[src/design/cbc_pkg.sv]
/*
  Constants shared by the cell balancing configuration block: register
  offsets, reset values, field positions, threshold scaling and interval
  durations. Assumes a 40 MHz system clock.
*/
package cbc_pkg;
  localparam logic [7:0] CBC_ADDR_RST = 8'h25;
  localparam logic [7:0] CBC_ADDR_TIMING = 8'h28;
  localparam logic [7:0] CBC_ADDR_THRESH = 8'h29;
  localparam logic [7:0] CBC_TIMING_RST = 8'h2A;
  localparam logic [7:0] CBC_THRESH_RST = 8'hF4;
  localparam logic [7:0] CBC_ZERO = 8'h00;
  localparam int CBC_RST_BIT = 7;
  localparam int CBC_OFS_MSB = 7;
  localparam int CBC_OFS_LSB = 5;
  localparam int CBC_QUAL_BIT = 4;
  localparam int CBC_ACT_MSB = 3;
  localparam int CBC_ACT_LSB = 2;
  localparam int CBC_SET_MSB = 1;
  localparam int CBC_SET_LSB = 0;
  localparam int CBC_PQ_MSB = 7;
  localparam int CBC_PQ_LSB = 4;
  localparam int CBC_ST_MSB = 3;
  localparam int CBC_ST_LSB = 0;
  localparam logic [3:0] CBC_PQ_DISABLE = 4'hF;
  // Thresholds in mV
  localparam logic [7:0] CBC_THR_BASE_MV = 8'h28;
  localparam logic [7:0] CBC_STEP_MV = 8'h0A;
  localparam logic [7:0] CBC_OFS_BASE_MV = 8'h1E;
  localparam logic [7:0] CBC_EXIT_MIN_MV = 8'h0A;
  // Millisecond tick
  localparam int CBC_CLK_PERIOD_NS = 25;
  localparam int CBC_TICK_PERIOD_NS = 1000000;
  localparam int CBC_TICK_CYCLES = CBC_TICK_PERIOD_NS / CBC_CLK_PERIOD_NS;
  localparam int CBC_TICK_W = 16;
  // Durations counted in ms ticks
  localparam int CBC_MS_W = 18;
  typedef logic [CBC_MS_W-1:0] cbc_ms_t;
  localparam cbc_ms_t CBC_QUAL_2MIN_MS = 18'h1D4C0;
  localparam cbc_ms_t CBC_QUAL_4MIN_MS = 18'h3A980;
  localparam cbc_ms_t CBC_ACT_4S_MS = 18'h00FA0;
  localparam cbc_ms_t CBC_ACT_32S_MS = 18'h07D00;
  localparam cbc_ms_t CBC_ACT_2MIN_MS = 18'h1D4C0;
  localparam cbc_ms_t CBC_ACT_4MIN_MS = 18'h3A980;
  localparam cbc_ms_t CBC_SET_10MS_MS = 18'h0000A;
  localparam cbc_ms_t CBC_SET_100MS_MS = 18'h00064;
  localparam cbc_ms_t CBC_SET_1S_MS = 18'h003E8;
  localparam cbc_ms_t CBC_SET_2S_MS = 18'h007D0;
  localparam cbc_ms_t CBC_MS_ONE = 18'h00001;
  localparam int CBC_NUM_TMR = 3;
  localparam int CBC_TMR_QUAL = 0;
  localparam int CBC_TMR_ACT = 1;
  localparam int CBC_TMR_SET = 2;
  typedef enum logic [1:0] {
    CBC_T_IDLE = 2'b01,
    CBC_T_RUN = 2'b10
  } cbc_tstate_e;
endpackage

[src/design/cbc_tmr_if.sv]
/*
  Start/done handshake between the configuration block and one interval
  timer. Assumes both ends share the system clock.
*/
`timescale 1ns/1ps
interface cbc_tmr_if;
  logic start;
  cbc_pkg::cbc_ms_t dur;
  logic done;
  logic busy;
  modport ctrl (output start, output dur, input done, input busy);
  modport tmr (input start, input dur, output done, output busy);
endinterface

[src/design/cbc_config.sv]
/*
  Cell balancing configuration registers with threshold decode and the
  qualification, active and settle interval timers. Assumes a plain
  register port whose strobes are single cycles and never overlap.
*/
// Chosen here: the plain strobed port.
`timescale 1ns/1ps
//
// Contract
// - Exit offset is three bits spanning 30 mV to 100 mV in 10 mV steps.
// - Exit threshold equals start threshold minus exit offset.
// - Exit threshold below 10 mV is clamped to 10 mV.
// - Qualify interval bit: 0 gives 2 min, 1 gives 4 min.
// - Active interval field: 4 s, 32 s, 2 min, 4 min.
// - Settle field: 10 ms, 100 ms, 1 s, 2 s.
// - Pre-qualify threshold is 40 mV plus 10 mV per code step.
// - Pre-qualify code 1111 disables that stage and is the default.
// - Start threshold is 40 mV plus 10 mV per step, up to 190 mV.
// - Start threshold resets to code 0100, 80 mV.
// - Timing register at 28h resets to 2Ah.
// - Threshold register at 29h resets to F4h.
// - Register-reset bit restores defaults, restarts safety timer, then self-clears.
module cbc_config #(
  parameter int TICK_CYCLES = cbc_pkg::CBC_TICK_CYCLES
) (
  input wire logic i_clk_sys,                  // 40 MHz clock
  input wire logic i_nrst,                     // Sync reset, active low
  input wire logic [7:0] i_addr,               // Register address
  input wire logic [7:0] i_wdata,              // Write data
  input wire logic i_wr,                       // Write strobe
  input wire logic i_rd,                       // Read strobe
  output logic [7:0] o_rdata,                  // Read data, cycle after strobe
  input wire logic i_qual_start,               // Start qualify interval
  input wire logic i_active_start,             // Start active interval
  input wire logic i_settle_start,             // Start settle delay
  output logic o_qual_done,                    // Qualify interval elapsed
  output logic o_active_done,                  // Active interval elapsed
  output logic o_settle_done,                  // Settle delay elapsed
  output logic o_prequal_en,                   // Pre-qualify stage in use
  output logic [7:0] o_prequal_threshold_mv,   // Pre-qualify threshold
  output logic [7:0] o_start_threshold_mv,     // Start threshold
  output logic [7:0] o_exit_offset_mv,         // Exit offset
  output logic [7:0] o_exit_threshold_mv,      // Exit threshold
  output logic o_safety_timer_restart          // Safety timer restart pulse
);
  import cbc_pkg::*;

  function automatic logic [7:0] thr_mv(input logic [3:0] code);
    thr_mv = CBC_THR_BASE_MV + ({4'h0, code} * CBC_STEP_MV);
  endfunction

  function automatic logic hit(input logic [7:0] addr, input logic [7:0] reg_addr);
    hit = (addr == reg_addr);
  endfunction

  logic [7:0] timing;
  logic [7:0] thresh;
  logic reg_rst;
  logic [CBC_TICK_W-1:0] tick_cnt;
  logic tick;

  // Register writes; a pending register reset beats any write
  wire wr_rst = i_wr && hit(i_addr, CBC_ADDR_RST) && i_wdata[CBC_RST_BIT];
  wire wr_timing = i_wr && hit(i_addr, CBC_ADDR_TIMING);
  wire wr_thresh = i_wr && hit(i_addr, CBC_ADDR_THRESH);
  wire load_dflt = !i_nrst || reg_rst;
  wire next_reg_rst = i_nrst && !reg_rst && wr_rst;
  wire [7:0] next_timing = load_dflt ? CBC_TIMING_RST :
                           wr_timing ? i_wdata : timing;
  wire [7:0] next_thresh = load_dflt ? CBC_THRESH_RST :
                           wr_thresh ? i_wdata : thresh;

  // Field decode from the next register values keeps outputs aligned
  wire [2:0] ofs_code = next_timing[CBC_OFS_MSB:CBC_OFS_LSB];
  wire [3:0] pq_code = next_thresh[CBC_PQ_MSB:CBC_PQ_LSB];
  wire [3:0] st_code = next_thresh[CBC_ST_MSB:CBC_ST_LSB];
  wire [7:0] next_start_mv = thr_mv(st_code);
  wire [7:0] next_pq_mv = thr_mv(pq_code);
  wire next_pq_en = (pq_code != CBC_PQ_DISABLE);
  wire [7:0] next_ofs_mv = CBC_OFS_BASE_MV + ({5'h00, ofs_code} * CBC_STEP_MV);
  // Signed difference, since the offset may exceed the start value
  wire signed [8:0] exit_raw = $signed({1'b0, next_start_mv}) - $signed({1'b0, next_ofs_mv});
  wire exit_low = exit_raw < $signed({1'b0, CBC_EXIT_MIN_MV});
  wire [7:0] next_exit_mv = exit_low ? CBC_EXIT_MIN_MV : exit_raw[7:0];

  wire [7:0] rd_mux = hit(i_addr, CBC_ADDR_TIMING) ? timing :
                      hit(i_addr, CBC_ADDR_THRESH) ? thresh :
                      hit(i_addr, CBC_ADDR_RST) ? {reg_rst, 7'h00} : CBC_ZERO;
  wire [7:0] next_rdata = (i_rd && i_nrst) ? rd_mux : CBC_ZERO;

  always_ff @(posedge i_clk_sys) begin
    timing <= next_timing;
    thresh <= next_thresh;
    reg_rst <= next_reg_rst;
    o_safety_timer_restart <= i_nrst && reg_rst;
    o_rdata <= next_rdata;
  end

  always_ff @(posedge i_clk_sys) begin
    o_start_threshold_mv <= next_start_mv;
    o_prequal_threshold_mv <= next_pq_mv;
    o_prequal_en <= next_pq_en;
    o_exit_offset_mv <= next_ofs_mv;
    o_exit_threshold_mv <= next_exit_mv;
  end

  // Millisecond tick; restarted by register reset too
  wire tick_wrap = (tick_cnt == CBC_TICK_W'(TICK_CYCLES - 1));
  always_ff @(posedge i_clk_sys) begin
    if (load_dflt) begin
      tick_cnt <= '0;
      tick <= 1'b0;
    end else begin
      tick_cnt <= tick_wrap ? '0 : tick_cnt + 1'b1;
      tick <= tick_wrap;
    end
  end

  // Interval selection
  wire qual_sel = timing[CBC_QUAL_BIT];
  wire [1:0] act_sel = timing[CBC_ACT_MSB:CBC_ACT_LSB];
  wire [1:0] set_sel = timing[CBC_SET_MSB:CBC_SET_LSB];
  wire cbc_ms_t qual_dur = qual_sel ? CBC_QUAL_4MIN_MS : CBC_QUAL_2MIN_MS;
  wire cbc_ms_t act_dur = act_sel[1] ? (act_sel[0] ? CBC_ACT_4MIN_MS : CBC_ACT_2MIN_MS) :
                                       (act_sel[0] ? CBC_ACT_32S_MS : CBC_ACT_4S_MS);
  wire cbc_ms_t set_dur = set_sel[1] ? (set_sel[0] ? CBC_SET_2S_MS : CBC_SET_1S_MS) :
                                       (set_sel[0] ? CBC_SET_100MS_MS : CBC_SET_10MS_MS);

  wire [CBC_NUM_TMR-1:0] tmr_start = {i_settle_start, i_active_start, i_qual_start};
  cbc_ms_t tmr_dur [CBC_NUM_TMR];
  logic [CBC_NUM_TMR-1:0] tmr_done;
  assign tmr_dur[CBC_TMR_QUAL] = qual_dur;
  assign tmr_dur[CBC_TMR_ACT] = act_dur;
  assign tmr_dur[CBC_TMR_SET] = set_dur;

  // Timers share the clear so a register reset aborts running intervals
  wire tmr_nrst = !load_dflt;
  cbc_tmr_if tmr_bus [CBC_NUM_TMR] ();
  genvar gi;
  generate
    for (gi = 0; gi < CBC_NUM_TMR; gi++) begin : g_tmr
      assign tmr_bus[gi].start = tmr_start[gi];
      assign tmr_bus[gi].dur = tmr_dur[gi];
      assign tmr_done[gi] = tmr_bus[gi].done;
      cbc_interval_timer u_tmr (
        .i_clk_sys(i_clk_sys),
        .i_nrst(tmr_nrst),
        .i_tick(tick),
        .bus(tmr_bus[gi])
      );
    end
  endgenerate

  assign o_qual_done = tmr_done[CBC_TMR_QUAL];
  assign o_active_done = tmr_done[CBC_TMR_ACT];
  assign o_settle_done = tmr_done[CBC_TMR_SET];
endmodule

[src/design/cbc_interval_timer.sv]
/*
  One-shot interval timer counting millisecond ticks. Assumes a
  synchronous active-low clear and a one-cycle tick enable.
*/
`timescale 1ns/1ps
module cbc_interval_timer (
  input wire logic i_clk_sys, // System clock
  input wire logic i_nrst,    // Sync clear, active low
  input wire logic i_tick,    // 1 ms enable pulse
  cbc_tmr_if.tmr bus          // Start/done handshake
);
  import cbc_pkg::*;

  cbc_tstate_e state;
  cbc_ms_t cnt;
  logic done;

  wire last_tick = i_tick && (cnt == CBC_MS_ONE);

  // A fresh start restarts a running interval
  always_ff @(posedge i_clk_sys) begin
    if (!i_nrst) begin
      state <= CBC_T_IDLE;
      cnt <= '0;
      done <= 1'b0;
    end else begin
      done <= 1'b0;
      unique case (state)
        CBC_T_IDLE: begin
          if (bus.start) begin
            state <= CBC_T_RUN;
            cnt <= bus.dur;
          end
        end
        CBC_T_RUN: begin
          if (bus.start) begin
            cnt <= bus.dur;
          end else if (last_tick) begin
            state <= CBC_T_IDLE;
            done <= 1'b1;
          end else if (i_tick) begin
            cnt <= cnt - CBC_MS_ONE;
          end
        end
        default: begin
          state <= CBC_T_IDLE;
        end
      endcase
    end
  end

  assign bus.done = done;
  assign bus.busy = (state == CBC_T_RUN);
endmodule

[config.mk]
export PLATFORM = sky130hd
export DESIGN_NAME = cbc_config
export DESIGN_NICKNAME = d
export VERILOG_FILES = /design/src/design/cbc_pkg.sv /design/src/design/cbc_tmr_if.sv /design/src/design/cbc_config.sv /design/src/design/cbc_interval_timer.sv
export SDC_FILE = /design/constraint.sdc
export NUM_CORES = 1
export LEC_CHECK = 0
export BUFFER_PORTS_ARGS = -buffer_cell sky130_fd_sc_hd__buf_4
export CAP_MARGIN = 20
export CORE_ASPECT_RATIO = 1.2
export CORE_MARGIN = 3
export CORE_UTILIZATION = 27
export DETAILED_ROUTE_END_ITERATION = 8
export PLACE_DENSITY = 0.44
export SLEW_MARGIN = 20
export SYNTH_ARGS = -nofsm -noshare
export SYNTH_HDL_FRONTEND = slang
export SYNTH_SLANG_ARGS = --single-unit
[constraint.sdc]
create_clock -name i_clk_sys -period 5.3 [get_ports i_clk_sys]
set_input_delay 1.59 -clock i_clk_sys [delete_from_list [all_inputs] [get_ports i_clk_sys]]
set_output_delay 1.59 -clock i_clk_sys [all_outputs]
set_load 0.005 [all_outputs]
* Word level (Yosys, flattened, before mapping)
Cells that the tools add are included.
** Storage, ports and cells
- Register bits :: 139
- Input port bits :: 23
- Output and inout port bits :: 45
- Logic and storage cells :: 137
** Operators by class
- Add/subtract/negate cells :: 8
- $mul :: 3
- $lt $le $gt $ge :: 1
- Equality and inequality tests :: 29
- Multiplexer cells :: 44
- Bitwise gates (word level) :: 3
- Reductions and logical operators :: 27
** Operators by type and width (count)
- $mux W18 :: 15
- $pmux W18 S2 :: 3
- $mux W8 :: 7
- $eq A18 B1 Y1 const B :: 3
- $sub A18 B1 Y18 const B :: 3
- $eq A8 B6 Y1 const B :: 3
- $mux W11 :: 2
- $mux W2 :: 9
- $ne A2 B2 Y1 const B :: 9
- $ne A3 B3 Y1 const B :: 6
- $add A16 B1 Y16 const B :: 1
- $add A6 B8 Y8 const A :: 2
- $eq A16 B16 Y1 const B :: 1
- $mux W15 :: 1
- $mul A4 B3 Y7 const B :: 2
- $pmux W2 S2 :: 3
- $reduce_and A4 Y1 :: 3
- $logic_and A1 B1 Y1 :: 11
- $lt A9 B5 Y1 const B :: 1
- $reduce_and A3 Y1 :: 3
- $reduce_or A3 Y1 :: 3
- $sub A8 B8 Y9 :: 1
- $add A5 B7 Y8 const A :: 1
- $mux W7 :: 1
- other kinds (10) :: 21

* Logic depth before layout (Yosys ltp)
Gate-level depths: netlist of run 1.
- Word-level depth :: 8
- Depth in mapped cells :: 20
- Depth with buffers taken out :: 19

* By module
From an unflattened synthesis of run 1, not the netlist that was laid out.
** Unflattened totals
- Cells, all modules :: 888
- Area total of the unflattened synthesis :: 7567.3 µm²
** By module, submodules not included
- cbc_interval_timer :: times used 3, cells an instance 183, area each 1426.4 µm², sequential area each 420.4 µm²
- cbc_config :: times used 1, cells an instance 339, area each 3288.2 µm², sequential area each 1361.3 µm²

* Worst setup path after synthesis of run 1
Ideal clock, no wire load.
- Path type :: in2reg
- Start point :: in i_addr[1]
- End point :: reg o_exit_threshold_mv[2]
- Setup time :: 120 ps
- Data arrival time :: 5509 ps
- Required time :: 5180 ps
- Slack :: -329 ps
- Stages :: 20
- Buffers on the path :: 1
- Path through :: or3b_4 > or3_1 > buf_2 > nand2_1 > a21oi_1 > xor2_1 > ha_1 > ha_1 > nor2_1 > a21oi_1 > a31oi_1 > o21ai_0 > a21oi_1 > ha_1 > inv_1 > nor3_1 > a311oi_1 > o311ai_0 > a2111o_1 > nor3b_1
** On the way
- Word-level cells in the longest chain between the ends :: 8
- Elaborated cells between the ends (all ways) :: 14
- Classes of those cells :: add/sub (3); mul (2); order compare (1); eq/ne (2); mux (4); reduce/logical (2)
** RTL lines
- start, declared :: RTL line cbc_config.sv:28 : input wire logic [7:0] i_addr,
- $eq A8 B6 Y1 (*) :: RTL line cbc_config.sv:53 : hit = (addr == reg_addr);
- $logic_and A1 B1 Y1 (*) :: RTL line cbc_config.sv:65 : wire wr_thresh = i_wr && hit(i_addr, CBC_ADDR_THRESH);
- $mux W8 (*) :: RTL line cbc_config.sv:71 : wr_thresh ? i_wdata : thresh;
- $mux W8 (*) :: RTL line cbc_config.sv:70 : wire [7:0] next_thresh = load_dflt ? CBC_THRESH_RST :
- $mul A4 B3 Y7 (*) :: RTL line cbc_config.sv:49 : thr_mv = CBC_THR_BASE_MV + ({4'h0, code} * CBC_STEP_MV);
- $add A6 B8 Y8 (*) :: RTL line cbc_config.sv:49
- via next_start_mv[2] :: RTL line cbc_config.sv:77 : wire [7:0] next_start_mv = thr_mv(st_code);
- $sub A8 B8 Y9 (*) :: RTL line cbc_config.sv:82 : wire signed [8:0] exit_raw = $signed({1'b0, next_start_mv}) - $signed({1'b0, next_ofs_mv});
- $lt A9 B5 Y1 :: RTL line cbc_config.sv:83 : wire exit_low = exit_raw < $signed({1'b0, CBC_EXIT_MIN_MV});
- end signal, assigned :: RTL line cbc_config.sv:104 : o_exit_threshold_mv <= next_exit_mv;
- end, declared :: RTL line cbc_config.sv:43 : output logic [7:0] o_exit_threshold_mv,
Mark *: on every way through the listed nets, which the timed path passes. The rest lies on a longest branch.
A chain may end at the register's enable or synchronous reset.

* Worst setup path in the final report of run 1
- Start point :: in i_addr[4]
- End point :: reg o_exit_threshold_mv[2]
** On the way
- Word-level cells in the longest chain between the ends :: 8
- Elaborated cells between the ends (all ways) :: 14
- Classes of those cells :: add/sub (3); mul (2); order compare (1); eq/ne (2); mux (4); reduce/logical (2)
** RTL lines (RTL line)
- $eq A8 B6 Y1 :: cbc_config.sv:53
- $logic_and A1 B1 Y1 :: cbc_config.sv:65
- $mux W8 :: cbc_config.sv:71
- $mux W8 :: cbc_config.sv:70
- via next_thresh[3] :: cbc_config.sv:70
- $mul A4 B3 Y7 :: cbc_config.sv:49
- $add A6 B8 Y8 :: cbc_config.sv:49
- via next_start_mv[7] :: cbc_config.sv:77
- $sub A8 B8 Y9 :: cbc_config.sv:82
- $lt A9 B5 Y1 :: cbc_config.sv:83
The timed path passes the listed nets, and every way through them passes these cells.

==> results.tsv, run 1 <==
metric	value	unit
Vias	6007	
status	finished clean	
max_slew headroom	0.354	
Syn Inst Count	823	
wire per inst	14.5	um
ANT cells	0	
Initial DRC Count	275	
TritonRoute pass-1 iters	4	
leak pwr	3.76	nW
drt total wl	18.3	mm
Worst setup SP type	input port	
most frequent cells after synthesis	dfxtp_1 (131), nor2_1 (94), nand2_1 (68)	
Setup Viol. Count Final	0	
R2R setup slack	1740	ps
Async SR Flop Fraction	0	
non-filler instance count after layout	1265	
setup tns final	0	ps
cell taking the most area after synthesis	dfxtp_1	
Sequential Area	0.00262	sq mm
CP max FO	4	
area grow syn2layout	26.9	%
Internal	2.05	mW
critical path class	in -> reg	
number of flops mapped to enable cells by yosys	0	
Distinct cells, synth	77	
Clock transition at path regs	60	ps
post-detail-place hpwl	13.2	mm
Worst Setup End Kind	register	
power per cell area	330	mW/mm^2
port bufs	63	
grt peak-use layer	met2	
Worst Tran Pin Value	959	ps
GRT met1 Usage	0.171	
Die Footprint	0.0278	sq mm
pin count of the biggest net entering global routing	34	
Layout Nets	994	
max-slew violations	0	
grt ovf	0	
pre-CTS setup slack	-317	ps
HP Class	reg -> reg	
TritonCTS clock tree	done	
#FFs+latches synth	131	
Area contributors post-synth	dfxtp_1 (38%), ha_1 (7.5%), nor2_1 (5.1%)	
Routed Antenna Nets	0	
fmax	197	MHz
total CTS buffers	17	
layout cell share with drive strength beyond 1	0.205	
Synth warnings	0	
min cycle time layout	5070	ps
Placer Congestion	0.777	
top-count cell post-synth	dfxtp_1	
die height	182	um
Gate power share	0.179	
met3 Use GR	0.0355	
first-pass GRT wire length	30.9	mm
DP Area	0.00812	sq mm
vias in the first global route	6130	
final hold vios	0	
PnR worst setup slack	226	ps
period utilisation layout	0.957	
die width	153	um
design area	0.00884	sq mm
switching share of power	0.297	
Clock Tree Buf Depth	2	
Core ar.	0.0251	sq mm
worst path arrival time	5380	ps
final clock skew	16.8	ps
max cap viols	0	
clock root buffer	clkbuf_16	
fillers	2647	
post-DR vias/cell	4.75	
# IOs	68	
initial core utilization	0.278	
Synth top area share	0.377	
CP required	5610	ps
hold-fix buffers at CTS	0	
GRT met2 Usage	0.218	
clock share of power	0.440	
Total GRT Usage	0.134	
Multi-input gate area	0.00413	sq mm
row cnt	63	
worst skew pair latency	420	ps
switching power	0.865	mW
Pwr Total	2.92	mW
number of remaining DRC errors	0	
Flop pwr share	0.380	
Sink Count	131	
dpl cells	1228	
post-synthesis sequential area ratio	0.377	
Main synth FF type	dfxtp_1	
worst vdd ir	145	uV
Max H-tree Level	4	
Cell Area, Synth	0.00696	sq mm
antenna violations before repair	1	
Syn Area/Cell	8.46	sq um
[worst max-delay path, stage by stage]
cell,delay [ps]
buf_6,90
or3b_4,430
nor3_4,330
mux2i_4,330
xor2_1,180
ha_2,320
ha_4,170
nor2_4,110
a21oi_2,60
a31oi_2,190
o21ai_1,110
a21oi_2,200
ha_4,240
inv_4,60
nor3_2,30
a311oi_1,260
o311ai_1,160
a2111o_1,340
nor3b_2,170
[area by class of cell]
class	count	area share
clock buffer	18	0.0497
clock inverter	14	0.0226
inverter	41	0.0177
multi-input combinational	618	0.467
sequential	131	0.297
tap	325	0.0460
timing repair buffer	118	0.101
[state kept, by name (all words and copies together), names as in the netlist, 3 cells and up]
register / flops
g_tmr.u_tmr.cnt: 54
o_exit_offset_mv: 7
o_start_threshold_mv: 5
o_prequal_threshold_mv: 5
tick_cnt: 16
g_tmr.u_tmr.state: 6
g_tmr.u_tmr.bus.done: 3
timing: 8
thresh: 8
o_rdata: 8
o_exit_threshold_mv: 7
[power by group through the flow]
stage / logic (mW) / clock network, mW / registers [mW]
floorplan: 0.412 / 0 / 1.12
global placement: 0.524 / 0 / 1.13
detailed placement: 0.524 / 0 / 1.13
CTS: 0.527 / 1.32 / 1.11
global route: 0.591 / 1.36 / 1.12
finish: 0.523 / 1.28 / 1.11
[cells in the final DEF (no fill, tap or decap), types with 4 or more instances in the layout]
cell       instances
nand3b_1           4
nand4b_1           4
conb_1             4
a31oi_1            5
nand3_1           32
nand2_1           68
o21a_1             6
nand4_1           13
mux2i_1           20
a21o_1             4
o211ai_1           6
o21ai_1            8
nor4_1            13
a21oi_2            4
and3_1             8
or3_1              8
inv_6              4
buf_4            117
o31ai_1            5
nor3_1            29
inv_1             40
clkbuf_16         17
ha_1              38
xnor2_1           21
nor2b_1            9
o21ai_0           34
a21oi_1           57
a32o_1             5
bufinv_16          4
xor2_1            27
nor2_1            93
nand2b_1          10
o22ai_1            4
dfxtp_1          131
and2_1             7
[kinds of logic (layout without fill, tap and decap cells)]
group           count (synthesis)  count (layout)  synth area share
mux                            21              21            0.0302
compound gates                165             165             0.146
buf+inv                        77             191            0.0501
xor+xnor                       48              48            0.0604
other cells                     1               4          0.000538
simple gates                  336             336             0.255
flops                         131             131             0.377
fa+ha+maj                      44              44            0.0812
[metrics by stage]
step / utilization / hold WS [ps]
floorplan: - / 413
global placement: 0.324 / 429
detailed placement: 0.324 / 433
CTS: 0.349 / 447
global route: 0.353 / 463
finish: 0.353 / 442
[final timing paths]
path                from                     end  depth (start not counted)
max            i_addr[4]  o_exit_threshold_mv[2]                         19
min          tick_cnt[0]             tick_cnt[0]                          1
max reg2reg      reg_rst  o_exit_threshold_mv[2]                         18
min reg2reg  tick_cnt[0]             tick_cnt[0]                          1
[repair_timing]
| item | 4_1_cts | 5_1_grt |
|---|---|---|
| setup endpoints to repair | 0 | 3 |
| setup buffers | 0 | 5 |
| hold endpoints to repair | 0 | 0 |
| gates resized for setup | 0 | 9 |
[metal layers]
layer / share of wire / wire length [um]
met5: 0.00071 / 13
met4: 0.019 / 349
met3: 0.045 / 831
met2: 0.47 / 8630
met1: 0.46 / 8450
Power figures use the tool's default switching activity.
==> run 2: changes to the inputs <==
--- a/config.mk
+++ b/config.mk
@@ -7,10 +7,10 @@
 export LEC_CHECK = 0
 export BUFFER_PORTS_ARGS = -buffer_cell sky130_fd_sc_hd__buf_4
 export CAP_MARGIN = 20
-export CORE_ASPECT_RATIO = 1.2
 export CORE_MARGIN = 3
 export CORE_UTILIZATION = 27
 export DETAILED_ROUTE_END_ITERATION = 8
+export MAX_ROUTING_LAYER = met4
 export PLACE_DENSITY = 0.44
 export SLEW_MARGIN = 20
 export SYNTH_ARGS = -nofsm -noshare
==> run 2 against run 1 <==
  * Die area about the same
  * Clock power about the same
  * Power increased by 0.19%
  * Largest cell class unchanged
  * Largest power group unchanged
==> results.tsv, run 2 (synthesized netlist as in run 1, its figures left out) <==
metric	value	unit	change
status	finished clean		unchanged
worst vdd ir	187	uV	was 145 uV
Clock Tree Buf Depth	2		unchanged
Sink Count	131		unchanged
Reg with most FFs	g_tmr.u_tmr.cnt		unchanged
Setup Viol. Count Final	0		unchanged
power per cell area	329	mW/mm^2	was 330 mW/mm^2
Routed Antenna Nets	0		unchanged
Initial DRC Count	333		was 275
Max H-tree Level	4		unchanged
antenna violations before repair	0		was 1
worst path arrival time	5410	ps	was 5380 ps
Layout Nets	997		was 994
TritonCTS clock tree	done		unchanged
die width	167	um	was 153 um
setup tns final	0	ps	unchanged
Placer Congestion	0.825		was 0.777
R2R setup slack	1680	ps	was 1740 ps
design area	0.00888	sq mm	was 0.00884 sq mm
vias in the first global route	5946		was 6,130
Worst Setup End Kind	register		unchanged
post-detail-place hpwl	12.9	mm	was 13.2 mm
final clock skew	8.11	ps	was 16.8 ps
HP Class	reg -> reg		unchanged
most frequent cells in the layout	dfxtp_1 (131), buf_4 (121), nor2_1 (93), nand2_1 (67), a21oi_1 (57)		was dfxtp_1 (131), buf_4 (117), nor2_1 (93), nand2_1 (68), a21oi_1 (57)
Core ar.	0.0253	sq mm	was 0.0251 sq mm
Vias	5971		was 6,007
commonest non-fill, non-tap cell in the layout	dfxtp_1		unchanged
Worst Tran Pin Value	913	ps	was 959 ps
period utilisation layout	0.963		was 0.957
CP required	5610	ps	about the same
die height	167	um	was 182 um
max cap viols	0		unchanged
pin count of the biggest net entering global routing	37		was 34
wire per inst	14.0	um	was 14.5 um
post-DR vias/cell	4.69		was 4.75
clock root buffer	clkbuf_16		unchanged
PnR worst setup slack	197	ps	was 226 ps
layout cell share with drive strength beyond 1	0.207		was 0.205
area grow syn2layout	27.5	%	was 26.9%
CP max-delay cell	or3b_4		unchanged
pre-CTS setup slack	-277	ps	was -317 ps
critical path class	in -> reg		unchanged
row cnt	58		was 63
number of remaining DRC errors	0		unchanged
total CTS buffers	17		unchanged
ANT cells	0		unchanged
max-slew violations	0		unchanged
top flop regs	g_tmr.u_tmr.cnt: 54 flops, tick_cnt: 16 flops		unchanged
leak pwr	3.77	nW	was 3.76 nW
max reg flops	54		unchanged
drt total wl	17.8	mm	was 18.3 mm
first-pass GRT wire length	29.7	mm	was 30.9 mm
grt ovf	0		unchanged
Die Footprint	0.0278	sq mm	about the same
min cycle time layout	5100	ps	was 5070 ps
fmax	196	MHz	was 197 MHz
max incr delay on CP	430	ps	about the same
max_slew headroom	0.385		was 0.354
final hold vios	0		unchanged
Worst setup SP type	input port		unchanged
TritonRoute pass-1 iters	4		unchanged
DP Area	0.00816	sq mm	was 0.00812 sq mm
CP max FO	4		unchanged
critical path cell sequence	buf_4, or3b_4, nor3_4, mux2i_4, xor2_1, ha_2, ha_4, nor2_4, a21oi_2, a31oi_2, o21ai_1, a21oi_2, ha_4, inv_4, nor3_2, a311oi_1, o311ai_1, a2111o_1, nor3b_2		was buf_6, or3b_4, nor3_4, mux2i_4, xor2_1, ha_2, ha_4, nor2_4, a21oi_2, a31oi_2, o21ai_1, a21oi_2, ha_4, inv_4, nor3_2, a311oi_1, o311ai_1, a2111o_1, nor3b_2
initial core utilization	0.276		was 0.278
port bufs	63		unchanged
# IOs	68		unchanged
worst skew pair latency	420	ps	about the same
Clock transition at path regs	60	ps	about the same
Total GRT Usage	0.132		was 0.134
hold-fix buffers at CTS	0		unchanged
[run 2: worst max-delay path, delay by kind of cell]
family / cells / cell delay, ps
xor+xnor: 1 / 180
compound gates: 7 / 1320
fa+ha+maj: 3 / 740
simple gates: 5 / 1080
buf+inv: 2 / 170
mux: 1 / 320
[run 2: cell type report]
cell class | instances | area (sq um)
inverters | 41 | 156
clock buffers | 19 | 433
multi-input cells | 618 | 4140
well taps | 330 | 413
clock inverters | 13 | 209
fillers | 2632 | 16400
flip-flops and latches | 131 | 2620
repair buffers | 121 | 908
[run 2: what timing repair did]
item,4_1_cts,5_1_grt
gates resized for setup,0,10
setup endpoints to repair,0,3
buffers inserted,0,3
[run 2: power by group]
part           internal, mW  leakage (nW)  switching (mW)
Clock                 0.835         0.303           0.456
Sequential             1.05          1.07          0.0633
Combinational         0.198          2.40           0.323
[run 2: routing by layer]
metal,up-vias,GRT usage,share of wire
met2,81,0.205,0.45
met5,-,-,0
met3,10,0.0361,0.045
li1,3105,-,-
met4,0,0.0308,0.0091
met1,2775,0.173,0.49
[run 2: final timing paths]
check,to,startpoint,depth (start not counted)
setup / recovery,o_exit_threshold_mv[2],i_addr[4],19
hold / removal,tick_cnt[0],tick_cnt[0],1
setup reg to reg,o_exit_threshold_mv[2],reg_rst,14
hold reg to reg,tick_cnt[0],tick_cnt[0],1
[run 2: through the flow]
stage	instances	util	hold WS, ps	total power, mW
final	1273	0.352	441	2.92
after global routing	1273	0.352	478	3.08
after CTS	1270	0.348	448	2.96
after detailed placement	1238	0.323	433	1.65
after global placement	1238	0.323	426	1.65
after floorplan	826	-	413	1.53
